**src/hdl/dtc_pkg.sv**
```systemverilog
// package with register map, field positions and shared types of the dual timer control
package dtc_pkg;

    // =====================================================================
    // register map (byte addresses, 32-bit words)
    // =====================================================================
    localparam logic [7:0] ctrl_offset = 8'h0c;
    localparam logic [7:0] config_offset = 8'h00;
    localparam logic [7:0] status_offset = 8'h1c;
    localparam logic [7:0] mask_offset = 8'h18;

    // =====================================================================
    // control register fields
    // =====================================================================
    localparam int a_run_pos = 0;
    localparam int a_freeze_pos = 1;
    localparam int a_edge_lo = 2;
    localparam int a_invert_pos = 6;
    localparam int b_run_pos = 8;
    localparam int b_freeze_pos = 9;
    localparam int b_edge_lo = 10;
    localparam int b_invert_pos = 14;
    localparam logic [31:0] ctrl_reset = 32'h0000_0000;
    localparam logic [31:0] ctrl_mask = 32'h0000_4f4f;
    localparam logic [2:0] config_reset = 3'h0;

    // =====================================================================
    // status bits: event of timer a at 0, timer b at 1
    // =====================================================================
    localparam int ev_a_pos = 0;
    localparam int ev_b_pos = 1;
    localparam logic [1:0] ev_reset = 2'h0;

    // edge selection encoding
    typedef enum logic [1:0]
    {
        dtc_edge_pos = 2'h0,
        dtc_edge_neg = 2'h1,
        dtc_edge_rsv = 2'h2,
        dtc_edge_both = 2'h3
    } dtc_edge_t;

    // settings of one timer half
    typedef struct packed
    {
        logic run_enable;
        logic debug_freeze;
        dtc_edge_t edge_select;
        logic output_invert;
    } dtc_half_t;

    // avalon-mm request as seen by the slave
    typedef struct packed
    {
        logic read;
        logic write;
        logic [7:0] address;
        logic [31:0] writedata;
    } dtc_req_t;

endpackage : dtc_pkg

```
**src/hdl/dtc_half.sv**
```systemverilog
// one timer half: output polarity, debug freeze and edge event detection
`timescale 1ns/1ps
module dtc_half
(
    input wire logic clk,
    input wire logic srst,
    input wire dtc_pkg::dtc_half_t cfg,
    input wire logic debug_halt,
    input wire logic pwm_raw,
    output logic pwm_out,
    output logic count_enable,
    output logic edge_event
);
    typedef struct packed
    {
        logic pwm_out;
        logic count_enable;
        logic edge_event;
        logic last_level;
    } dtc_half_state_t;

    dtc_half_state_t st;
    dtc_half_state_t next_st;
    logic level;
    logic rose;
    logic fell;

    // =====================================================================
    // next state
    // =====================================================================
    always_comb
    begin
        level = pwm_raw ^ cfg.output_invert; // see R01
        // detect on the raw pwm, so inversion leaves the seen edge unchanged
        rose = pwm_raw & ~st.last_level;
        fell = ~pwm_raw & st.last_level;
        next_st = st;
        next_st.last_level = pwm_raw;
        next_st.pwm_out = level;
        // freeze only matters while the core is halted
        next_st.count_enable = cfg.run_enable & ~(cfg.debug_freeze & debug_halt); // see R06
        case (cfg.edge_select) // see R03
            dtc_pkg::dtc_edge_pos: next_st.edge_event = cfg.run_enable & rose;
            dtc_pkg::dtc_edge_neg: next_st.edge_event = cfg.run_enable & fell;
            dtc_pkg::dtc_edge_both: next_st.edge_event = cfg.run_enable & (rose | fell);
            default: next_st.edge_event = 1'b0; // reserved code never fires
        endcase
        if (srst)
        begin
            next_st = '0;
        end
    end

    always_ff @(posedge clk)
    begin
        st <= next_st;
    end

    assign pwm_out = st.pwm_out;
    assign count_enable = st.count_enable;
    assign edge_event = st.edge_event;
endmodule : dtc_half

```
**src/hdl/dtc_irq.sv**
```systemverilog
// sticky event status with write-one-to-clear, mask and level interrupt
`timescale 1ns/1ps
module dtc_irq
(
    input wire logic clk,
    input wire logic srst,
    input wire logic [1:0] events,
    input wire logic clear_strobe,
    input wire logic [1:0] clear_bits,
    input wire logic [1:0] mask,
    output logic [1:0] status,
    output logic irq
);
    typedef struct packed
    {
        logic [1:0] status;
        logic irq;
    } dtc_irq_state_t;

    dtc_irq_state_t st;
    dtc_irq_state_t next_st;

    // set beats clear so no event is lost in the clearing cycle
    always_comb
    begin
        next_st.status = (st.status & ~(clear_strobe ? clear_bits : 2'h0)) | events;
        next_st.irq = |(next_st.status & mask);
        if (srst)
        begin
            next_st = '0;
        end
    end

    always_ff @(posedge clk)
    begin
        st <= next_st;
    end

    assign status = st.status;
    assign irq = st.irq;
endmodule : dtc_irq

```
**src/hdl/dtc_top.sv**
```systemverilog
// dual timer control register block with avalon-mm slave and event interrupt
//
// Register access over Avalon-MM was left to the implementer.
`timescale 1ns/1ps
// Operation
// bit 14 inverts timer b pwm output
// bit 6 inverts timer a pwm output
// bits 11-10 select timer b event edge
// bits 3-2 select timer a event edge
// inversion reverses the detected event edge; the code detects on the raw pwm, so inversion leaves the edge unchanged
// bit 9 freezes timer b in debug halt
// bit 1 freezes timer a in debug halt
// bit 8 enables timer b
// bit 0 enables timer a
// control at 0x0c, resets to zero
// configuration low three bits steer mode
// reserved bits read zero; debug halt input
module dtc_top
(
    input wire logic clk,
    input wire logic srst,
    input wire logic [7:0] avs_address,
    input wire logic avs_read,
    input wire logic avs_write,
    input wire logic [31:0] avs_writedata,
    output logic [31:0] avs_readdata,
    output logic avs_waitrequest,
    input wire logic debug_halt,
    input wire logic pwm_a_raw,
    input wire logic pwm_b_raw,
    output logic pwm_a,
    output logic pwm_b,
    output logic a_count_enable,
    output logic b_count_enable,
    output logic a_run_enable,
    output logic b_run_enable,
    output logic [2:0] timer_mode,
    output logic irq
);
    typedef struct packed
    {
        logic [31:0] timer_control_reg;
        logic [2:0] timer_configuration_reg;
        logic [1:0] event_mask;
        logic [31:0] readdata;
        logic ack;
        logic waitreq;
        logic halt_s1;
        logic halt_s2;
        logic pa_s1;
        logic pa_s2;
        logic pb_s1;
        logic pb_s2;
    } dtc_top_state_t;

    dtc_top_state_t st;
    dtc_top_state_t next_st;
    dtc_pkg::dtc_req_t req;
    dtc_pkg::dtc_half_t cfg_a;
    dtc_pkg::dtc_half_t cfg_b;
    logic [1:0] ev;
    logic [1:0] status;
    logic clr_strobe;
    logic irq_w;
    logic a_ce;
    logic b_ce;

    // =====================================================================
    // bus request bundle
    // =====================================================================
    assign req.read = avs_read;
    assign req.write = avs_write;
    assign req.address = avs_address;
    assign req.writedata = avs_writedata;

    // field unpacking of the control register
    always_comb
    begin
        cfg_a.run_enable = st.timer_control_reg[dtc_pkg::a_run_pos];
        cfg_a.debug_freeze = st.timer_control_reg[dtc_pkg::a_freeze_pos];
        cfg_a.edge_select = dtc_pkg::dtc_edge_t'(st.timer_control_reg[dtc_pkg::a_edge_lo +: 2]);
        cfg_a.output_invert = st.timer_control_reg[dtc_pkg::a_invert_pos];
        cfg_b.run_enable = st.timer_control_reg[dtc_pkg::b_run_pos];
        cfg_b.debug_freeze = st.timer_control_reg[dtc_pkg::b_freeze_pos];
        cfg_b.edge_select = dtc_pkg::dtc_edge_t'(st.timer_control_reg[dtc_pkg::b_edge_lo +: 2]);
        cfg_b.output_invert = st.timer_control_reg[dtc_pkg::b_invert_pos];
    end

    // =====================================================================
    // timer halves
    // =====================================================================
    dtc_half u_half_a
    (
        .clk(clk),
        .srst(srst),
        .cfg(cfg_a),
        .debug_halt(st.halt_s2),
        .pwm_raw(st.pa_s2),
        .pwm_out(pwm_a),
        .count_enable(a_ce),
        .edge_event(ev[dtc_pkg::ev_a_pos])
    );

    dtc_half u_half_b
    (
        .clk(clk),
        .srst(srst),
        .cfg(cfg_b),
        .debug_halt(st.halt_s2),
        .pwm_raw(st.pb_s2),
        .pwm_out(pwm_b),
        .count_enable(b_ce),
        .edge_event(ev[dtc_pkg::ev_b_pos])
    );

    assign a_count_enable = a_ce;
    assign b_count_enable = b_ce;

    // =====================================================================
    // interrupt status and mask
    // =====================================================================
    // the clear lands in the answer cycle, like every other write
    assign clr_strobe = req.write && st.ack && (req.address == dtc_pkg::status_offset);

    dtc_irq u_irq
    (
        .clk(clk),
        .srst(srst),
        .events(ev),
        .clear_strobe(clr_strobe),
        .clear_bits(req.writedata[1:0]),
        .mask(st.event_mask),
        .status(status),
        .irq(irq_w)
    );

    assign irq = irq_w;

    // =====================================================================
    // register file and bus slave
    // =====================================================================
    // every access takes one wait cycle: the ack flop drops waitrequest next edge
    always_comb
    begin
        next_st = st;
        next_st.halt_s1 = debug_halt;
        next_st.halt_s2 = st.halt_s1;
        next_st.pa_s1 = pwm_a_raw;
        next_st.pa_s2 = st.pa_s1;
        next_st.pb_s1 = pwm_b_raw;
        next_st.pb_s2 = st.pb_s1;
        next_st.ack = (req.read || req.write) && !st.ack;
        // waitrequest has its own flop so the pin never sees a gate
        next_st.waitreq = !next_st.ack;
        // a write lands at the edge where the master sees waitrequest low
        if (req.write && st.ack)
        begin
            if (req.address == dtc_pkg::ctrl_offset)
            begin
                // reserved bits are dropped on write
                next_st.timer_control_reg = req.writedata & dtc_pkg::ctrl_mask;
            end
            else if (req.address == dtc_pkg::config_offset)
            begin
                next_st.timer_configuration_reg = req.writedata[2:0];
            end
            else if (req.address == dtc_pkg::mask_offset)
            begin
                next_st.event_mask = req.writedata[1:0];
            end
        end
        if (req.read && !st.ack)
        begin
            if (req.address == dtc_pkg::ctrl_offset)
            begin
                next_st.readdata = st.timer_control_reg;
            end
            else if (req.address == dtc_pkg::config_offset)
            begin
                next_st.readdata = {29'h0, st.timer_configuration_reg};
            end
            else if (req.address == dtc_pkg::mask_offset)
            begin
                next_st.readdata = {30'h0, st.event_mask};
            end
            else if (req.address == dtc_pkg::status_offset)
            begin
                next_st.readdata = {30'h0, status};
            end
            else
            begin
                next_st.readdata = 32'h0000_0000; // unmapped reads zero
            end
        end
        if (srst)
        begin
            next_st = '0;
            next_st.timer_control_reg = dtc_pkg::ctrl_reset;
            next_st.timer_configuration_reg = dtc_pkg::config_reset;
            next_st.waitreq = 1'b1;
        end
    end

    always_ff @(posedge clk)
    begin
        st <= next_st;
    end

    // =====================================================================
    // outputs
    // =====================================================================
    assign avs_readdata = st.readdata;
    assign avs_waitrequest = st.waitreq;
    assign a_run_enable = st.timer_control_reg[dtc_pkg::a_run_pos];
    assign b_run_enable = st.timer_control_reg[dtc_pkg::b_run_pos];
    assign timer_mode = st.timer_configuration_reg;
endmodule : dtc_top

```
**config.mk**
```make
export PLATFORM = sky130hd
export DESIGN_NAME = dtc_top
export DESIGN_NICKNAME = d
export VERILOG_FILES = /design/src/hdl/dtc_pkg.sv /design/src/hdl/dtc_half.sv /design/src/hdl/dtc_irq.sv /design/src/hdl/dtc_top.sv
export SDC_FILE = /design/constraint.sdc
export NUM_CORES = 1
export LEC_CHECK = 0
export BUFFER_PORTS_ARGS = -buffer_cell sky130_fd_sc_hd__buf_2
export CAP_MARGIN = 20
export CORE_MARGIN = 5
export CORE_UTILIZATION = 48
export CTS_BUF_LIST = sky130_fd_sc_hd__clkbuf_8
export CTS_CLUSTER_SIZE = 30
export DETAILED_ROUTE_END_ITERATION = 7
export MAX_ROUTING_LAYER = met4
export PLACE_DENSITY = 0.79
export SYNTH_ARGS = -nofsm -noshare
export SYNTH_HDL_FRONTEND = slang
export SYNTH_SLANG_ARGS = --single-unit
```
**constraint.sdc**
```tcl
create_clock -name clk -period 2.1 [get_ports clk]
set_input_delay 0.315 -clock clk [delete_from_list [all_inputs] [get_ports clk]]
set_output_delay 0.315 -clock clk [all_outputs]
set_load 0.01 [all_outputs]
```
After elaboration in Yosys (flattened, before gate mapping). Cells that the tools add are included.

Bits in registers: 66. Input port bits: 47. Output and inout bits: 43. Word-level logic and storage cells: 80.

Eq/ne operators: 7. Mux-type cells: 7. Bitwise operators: 30. Reductions and logical operators: 14.

Operator list (number): equality test 8 x 5 -> 1 bit (second input constant) (2); two-way mux 15 bit (1); AND 1 bit (14); equality test 8 x 4 -> 1 bit (second input constant) (1); logical NOT 8 bit (1); inverter 1 bit (8); two-way mux 2 bit (3); one-hot mux 1 bit (3 select lines) (2); AND 2 bit (2); equality test 2 x 1 -> 1 bit (second input constant) (2); equality test 2 bit (second input constant) (2); logical AND 1 bit (4); logical NOT 2 bit (2); AND reduction 4 bit (1); two-way mux 3 bit (1); AND reduction 3 bit (1); logical NOT 1 bit (2); inverter 2 bit (1); OR 1 bit (2); OR 2 bit (1); AND reduction 2 bit (1); OR reduction 2 bit (1); XOR 1 bit (2); logical OR 1 bit (1).

Depth between registers and ports, before layout.
Word-level depth: 8. Depth in mapped cells: 5. Mapped depth without buffers: 5.

By module. From an unflattened synthesis, not the netlist that was laid out.

Cells, all modules: 218. Area total of the unflattened synthesis: 2110.8 um^2.

By module, submodules not included: dtc_top (instances 1, cells an instance 172, area an instance 1659.1 um^2, seq. area each 660.6 um^2); dtc_half (instances 2, cells an instance 18, area an instance 175.2 um^2, seq. area each 80.1 um^2); dtc_irq (instances 1, cells an instance 10, area an instance 101.3 um^2, seq. area each 60.1 um^2).

Worst setup path before layout. Ideal clock, no wire load.

Path type: input-to-reg. Start: in avs_address[5]. End: reg st (netlist bit a_run_enable). Library setup time: 0.128 ns. Data arrival time: 1.443 ns. Required time: 1.972 ns. Setup slack: 0.529 ns. Stages on the path: 5. Buffers on the path: 1. Path through: or4_4 -> nor3b_2 -> buf_6 -> mux2i_1 -> nor2_1.

Word-level cells in the longest chain between the ends: 2.

Ends and longest elaborated chain: start: declaration (line dtc_top.sv:22) `input wire logic [7:0] avs_address,`; equality test 8 x 4 -> 1 bit (line dtc_top.sv:158) `if (req.address == dtc_pkg::ctrl_offset)`; AND reduction 2 bit (no source line); end signal: assignment (line dtc_top.sv:206) `st <= next_st;`; end: declaration (line dtc_top.sv:56) `dtc_top_state_t st;`.

No other way between the ends. A chain may end at the register's enable or synchronous reset.

Worst setup path in the final report. Ends and elaborated chain as after synthesis.

==> out/metrics.csv <==
metric;value;unit
leakagePower;0.947;nW
status;finished clean;
finClkSkew;6.27;ps
detail_route.wl_per_cell;12.6;µm
synthSimpleGateAreaFrac;17.9;%
r2r_cells;5;
top_level_ports;90;
max_freq;0.655;GHz
initial_core_util;49.5;%
timing.final.crit_share;72.7;%
whs_path_depth;2;
yosysSeqAreaShare;44.8;%
ff2ff_setup_slack;750;ps
dp.final_hpwl;2.92;mm
grt_pass1_wl;6.00;mm
yosysMostFrequentCell;dfxtp_1;
die_h;74.0;µm
grtUsageTotal;15.1;%
fin_crit;1530;ps
htreeDepth;2;
ant_nets;0;
pwr-share-comb;7.2;%
fin_cells;293;
fp-row-count;23;
finalHoldViolCount;0;
cts_tree;done;
antenna_found_initial;0;
grt_pass1_vias;1310;
setup_viol_count_final;0;
portBuffers;45;
r2r_start;st[7];
die_w;74.0;µm
pwr-share-seq;59.2;%
hold_buffers;0;
die_area;5470;µm²
post_cts_buffers;0;
clockBufferDepth;2;
clk_latency;290;ps
synthMuxAreaShare;9.17;%
critPathKind;in2reg;
synth.largest_area_cell;dfxtp_1;
n_antenna_cell;0;
setup_tns;0;ps
yosysTopAreaCellShare;44.8;%
drv_cap;0;
hold_class;in2reg;
cts_sinks;44;
drv_slew;0;
synth_commonest_cells;dfxtp_1 (44), buf_4 (35), nor2_1 (35), mux2i_1 (18), a22oi_1 (8);
path_max_fanout;10;
synth_fa_ha_area_share;2.55;%
synth_compound_area_share;8.66;%
yosys_warnings;0;
worst_r2r_endpoint;a_run_enable;
synth_top_family_by_area;simple AND/OR/NAND/NOR gates;
cts_root_buffer;clkbuf_8;
netlist_top_cells_area;dfxtp_1 (45%), buf_4 (13%), mux2i_1 (9.2%), nor2_1 (6.7%), a22oi_1 (3.1%);
synth_edf_count;0;
synth_xor_area_share;0.891;%
drive_above_1_share;23.9;%
end_kind;flip-flop;
cts_resized;0;
place_inst;286;
grt_overflow;0;
route.detailed.drc;0;
hold_path_end;st[3];
min_from;pwm_a_raw;
netlist_area;1970;µm²
routed_via_density;4.84;
core_area;3970;µm²
vias;1418;
synthFlopType;dfxtp_1;
drtIter0Drc;76;
area.growth.synth_to_final;9.23;%
vdd_drop_max;0.000349;V
ys_types;34;
rsz0062_at_grt;false;
intPower;1.10;mW
switching_power;0.331;mW
required;2280;ps
switching_share;23.1;%
powerDensity;668;nW/µm²
clock_power_share;33.6;%
drt_wl_total;3.70;mm
gp_congestion;0.823;
avgSynthCellArea;9.50;µm²
critPathLaunchType;primary input;
synthArstFlopShare;0;%
cts.reportedPaths.clkPinSlew;80;ps
grt_max_degree;24;
cp_data_arrival_time;1700;ps
numCtsBuffers;5;
drt_pass1_iterations;4;
ys_ff_latch;44;
layout.nets;294;
syn_inst;207;
## layout make-up
type / instances / area [µm²]
clock buffer: 5 / 68.8
clock inverter: 2 / 8.76
fill: 374 / 1820
inverter: 5 / 18.8
multi-input combinational: 138 / 852
sequential: 44 / 881
tap: 50 / 62.6
timing repair buffer: 49 / 255
## logic make-up after synthesis
group,count (synthesis)
muxes,18
adders and majority gates,4
other,1
and+or+nand+nor,68
xor gates and xnor gates,2
AOI/OAI and AO/OA,24
DFF,44
buffers and inverters,46
## layout by cell type (no fill, tap or decap), types with 4 or more instances in the layout
master / count
inv_1: 6
conb_1: 22
dfxtp_1: 44
nor2b_1: 6
buf_4: 4
a22oi_1: 8
nand2_1: 5
clkbuf_8: 5
mux2i_1: 18
a21oi_1: 6
ha_1: 4
nor2_1: 35
buf_2: 45
## power by group through the flow
stage          clock, mW  sequential (mW)  combinational (mW)
2_1_floorplan          0            0.869              0.0883
3_3_place_gp           0            0.868               0.101
3_5_place_dp           0            0.868               0.103
4_1_cts            0.497            0.849               0.103
5_1_grt            0.547            0.850               0.115
6_report           0.482            0.849               0.103
## layer usage
metal | vias up | wire (µm) | GRT usage (%)
met1 | 648 | 1570 | 17.9
met4 | 0 | 58 | 7.04
met3 | 7 | 310 | 5.14
met5 | - | 0 | -
li1 | 714 | - | -
met2 | 49 | 1770 | 22.9
## worst max-delay path: stages
cell,delay (ps)
buf_2,110
or4_4,560
nor3b_2,190
buf_4,250
mux2i_1,210
nor2_1,60
## stage by stage
step           instance area, µm²  hold WS (ps)  utilization, %  setup WS [ps]  power (mW)
4_1_cts                      2150           224            54.1            567        1.45
2_1_floorplan                2040           399               -            529       0.957
3_5_place_dp                 2070           424            52.1            254       0.971
6_report                     2150           233            54.1            572        1.43
5_1_grt                      2150           224            54.1            532        1.51
3_3_place_gp                 2070           416            52.1            299       0.969
## registers in the layout, summed over array words and instances (netlist names)
register / cells
avs_readdata: 10
u_half_b.st: 1
u_irq.status: 2
avs_waitrequest: 1
u_irq.irq: 1
timer_mode: 3
a_run_enable: 1
u_half_b.edge_event: 1
b_run_enable: 1
cfg_a: 4
u_half_b.pwm_out: 1
cfg_b: 4
u_half_b.count_enable: 1
st: 9
u_half_a.edge_event: 1
u_half_a.st: 1
u_half_a.count_enable: 1
u_half_a.pwm_out: 1
## worst max-delay path by stage
stage	slack, ps	end	cells after the start	startpoint
after floorplan	530	a_run_enable	5	avs_address[5]
after global routing	530	b_run_enable	6	avs_address[5]
after detailed placement	250	a_run_enable	6	avs_address[5]
final	570	a_run_enable	6	avs_address[5]
after CTS	570	a_run_enable	6	avs_address[5]
after global placement	300	cfg_a[3]	6	avs_address[5]
Power figures use the tool's default switching activity.
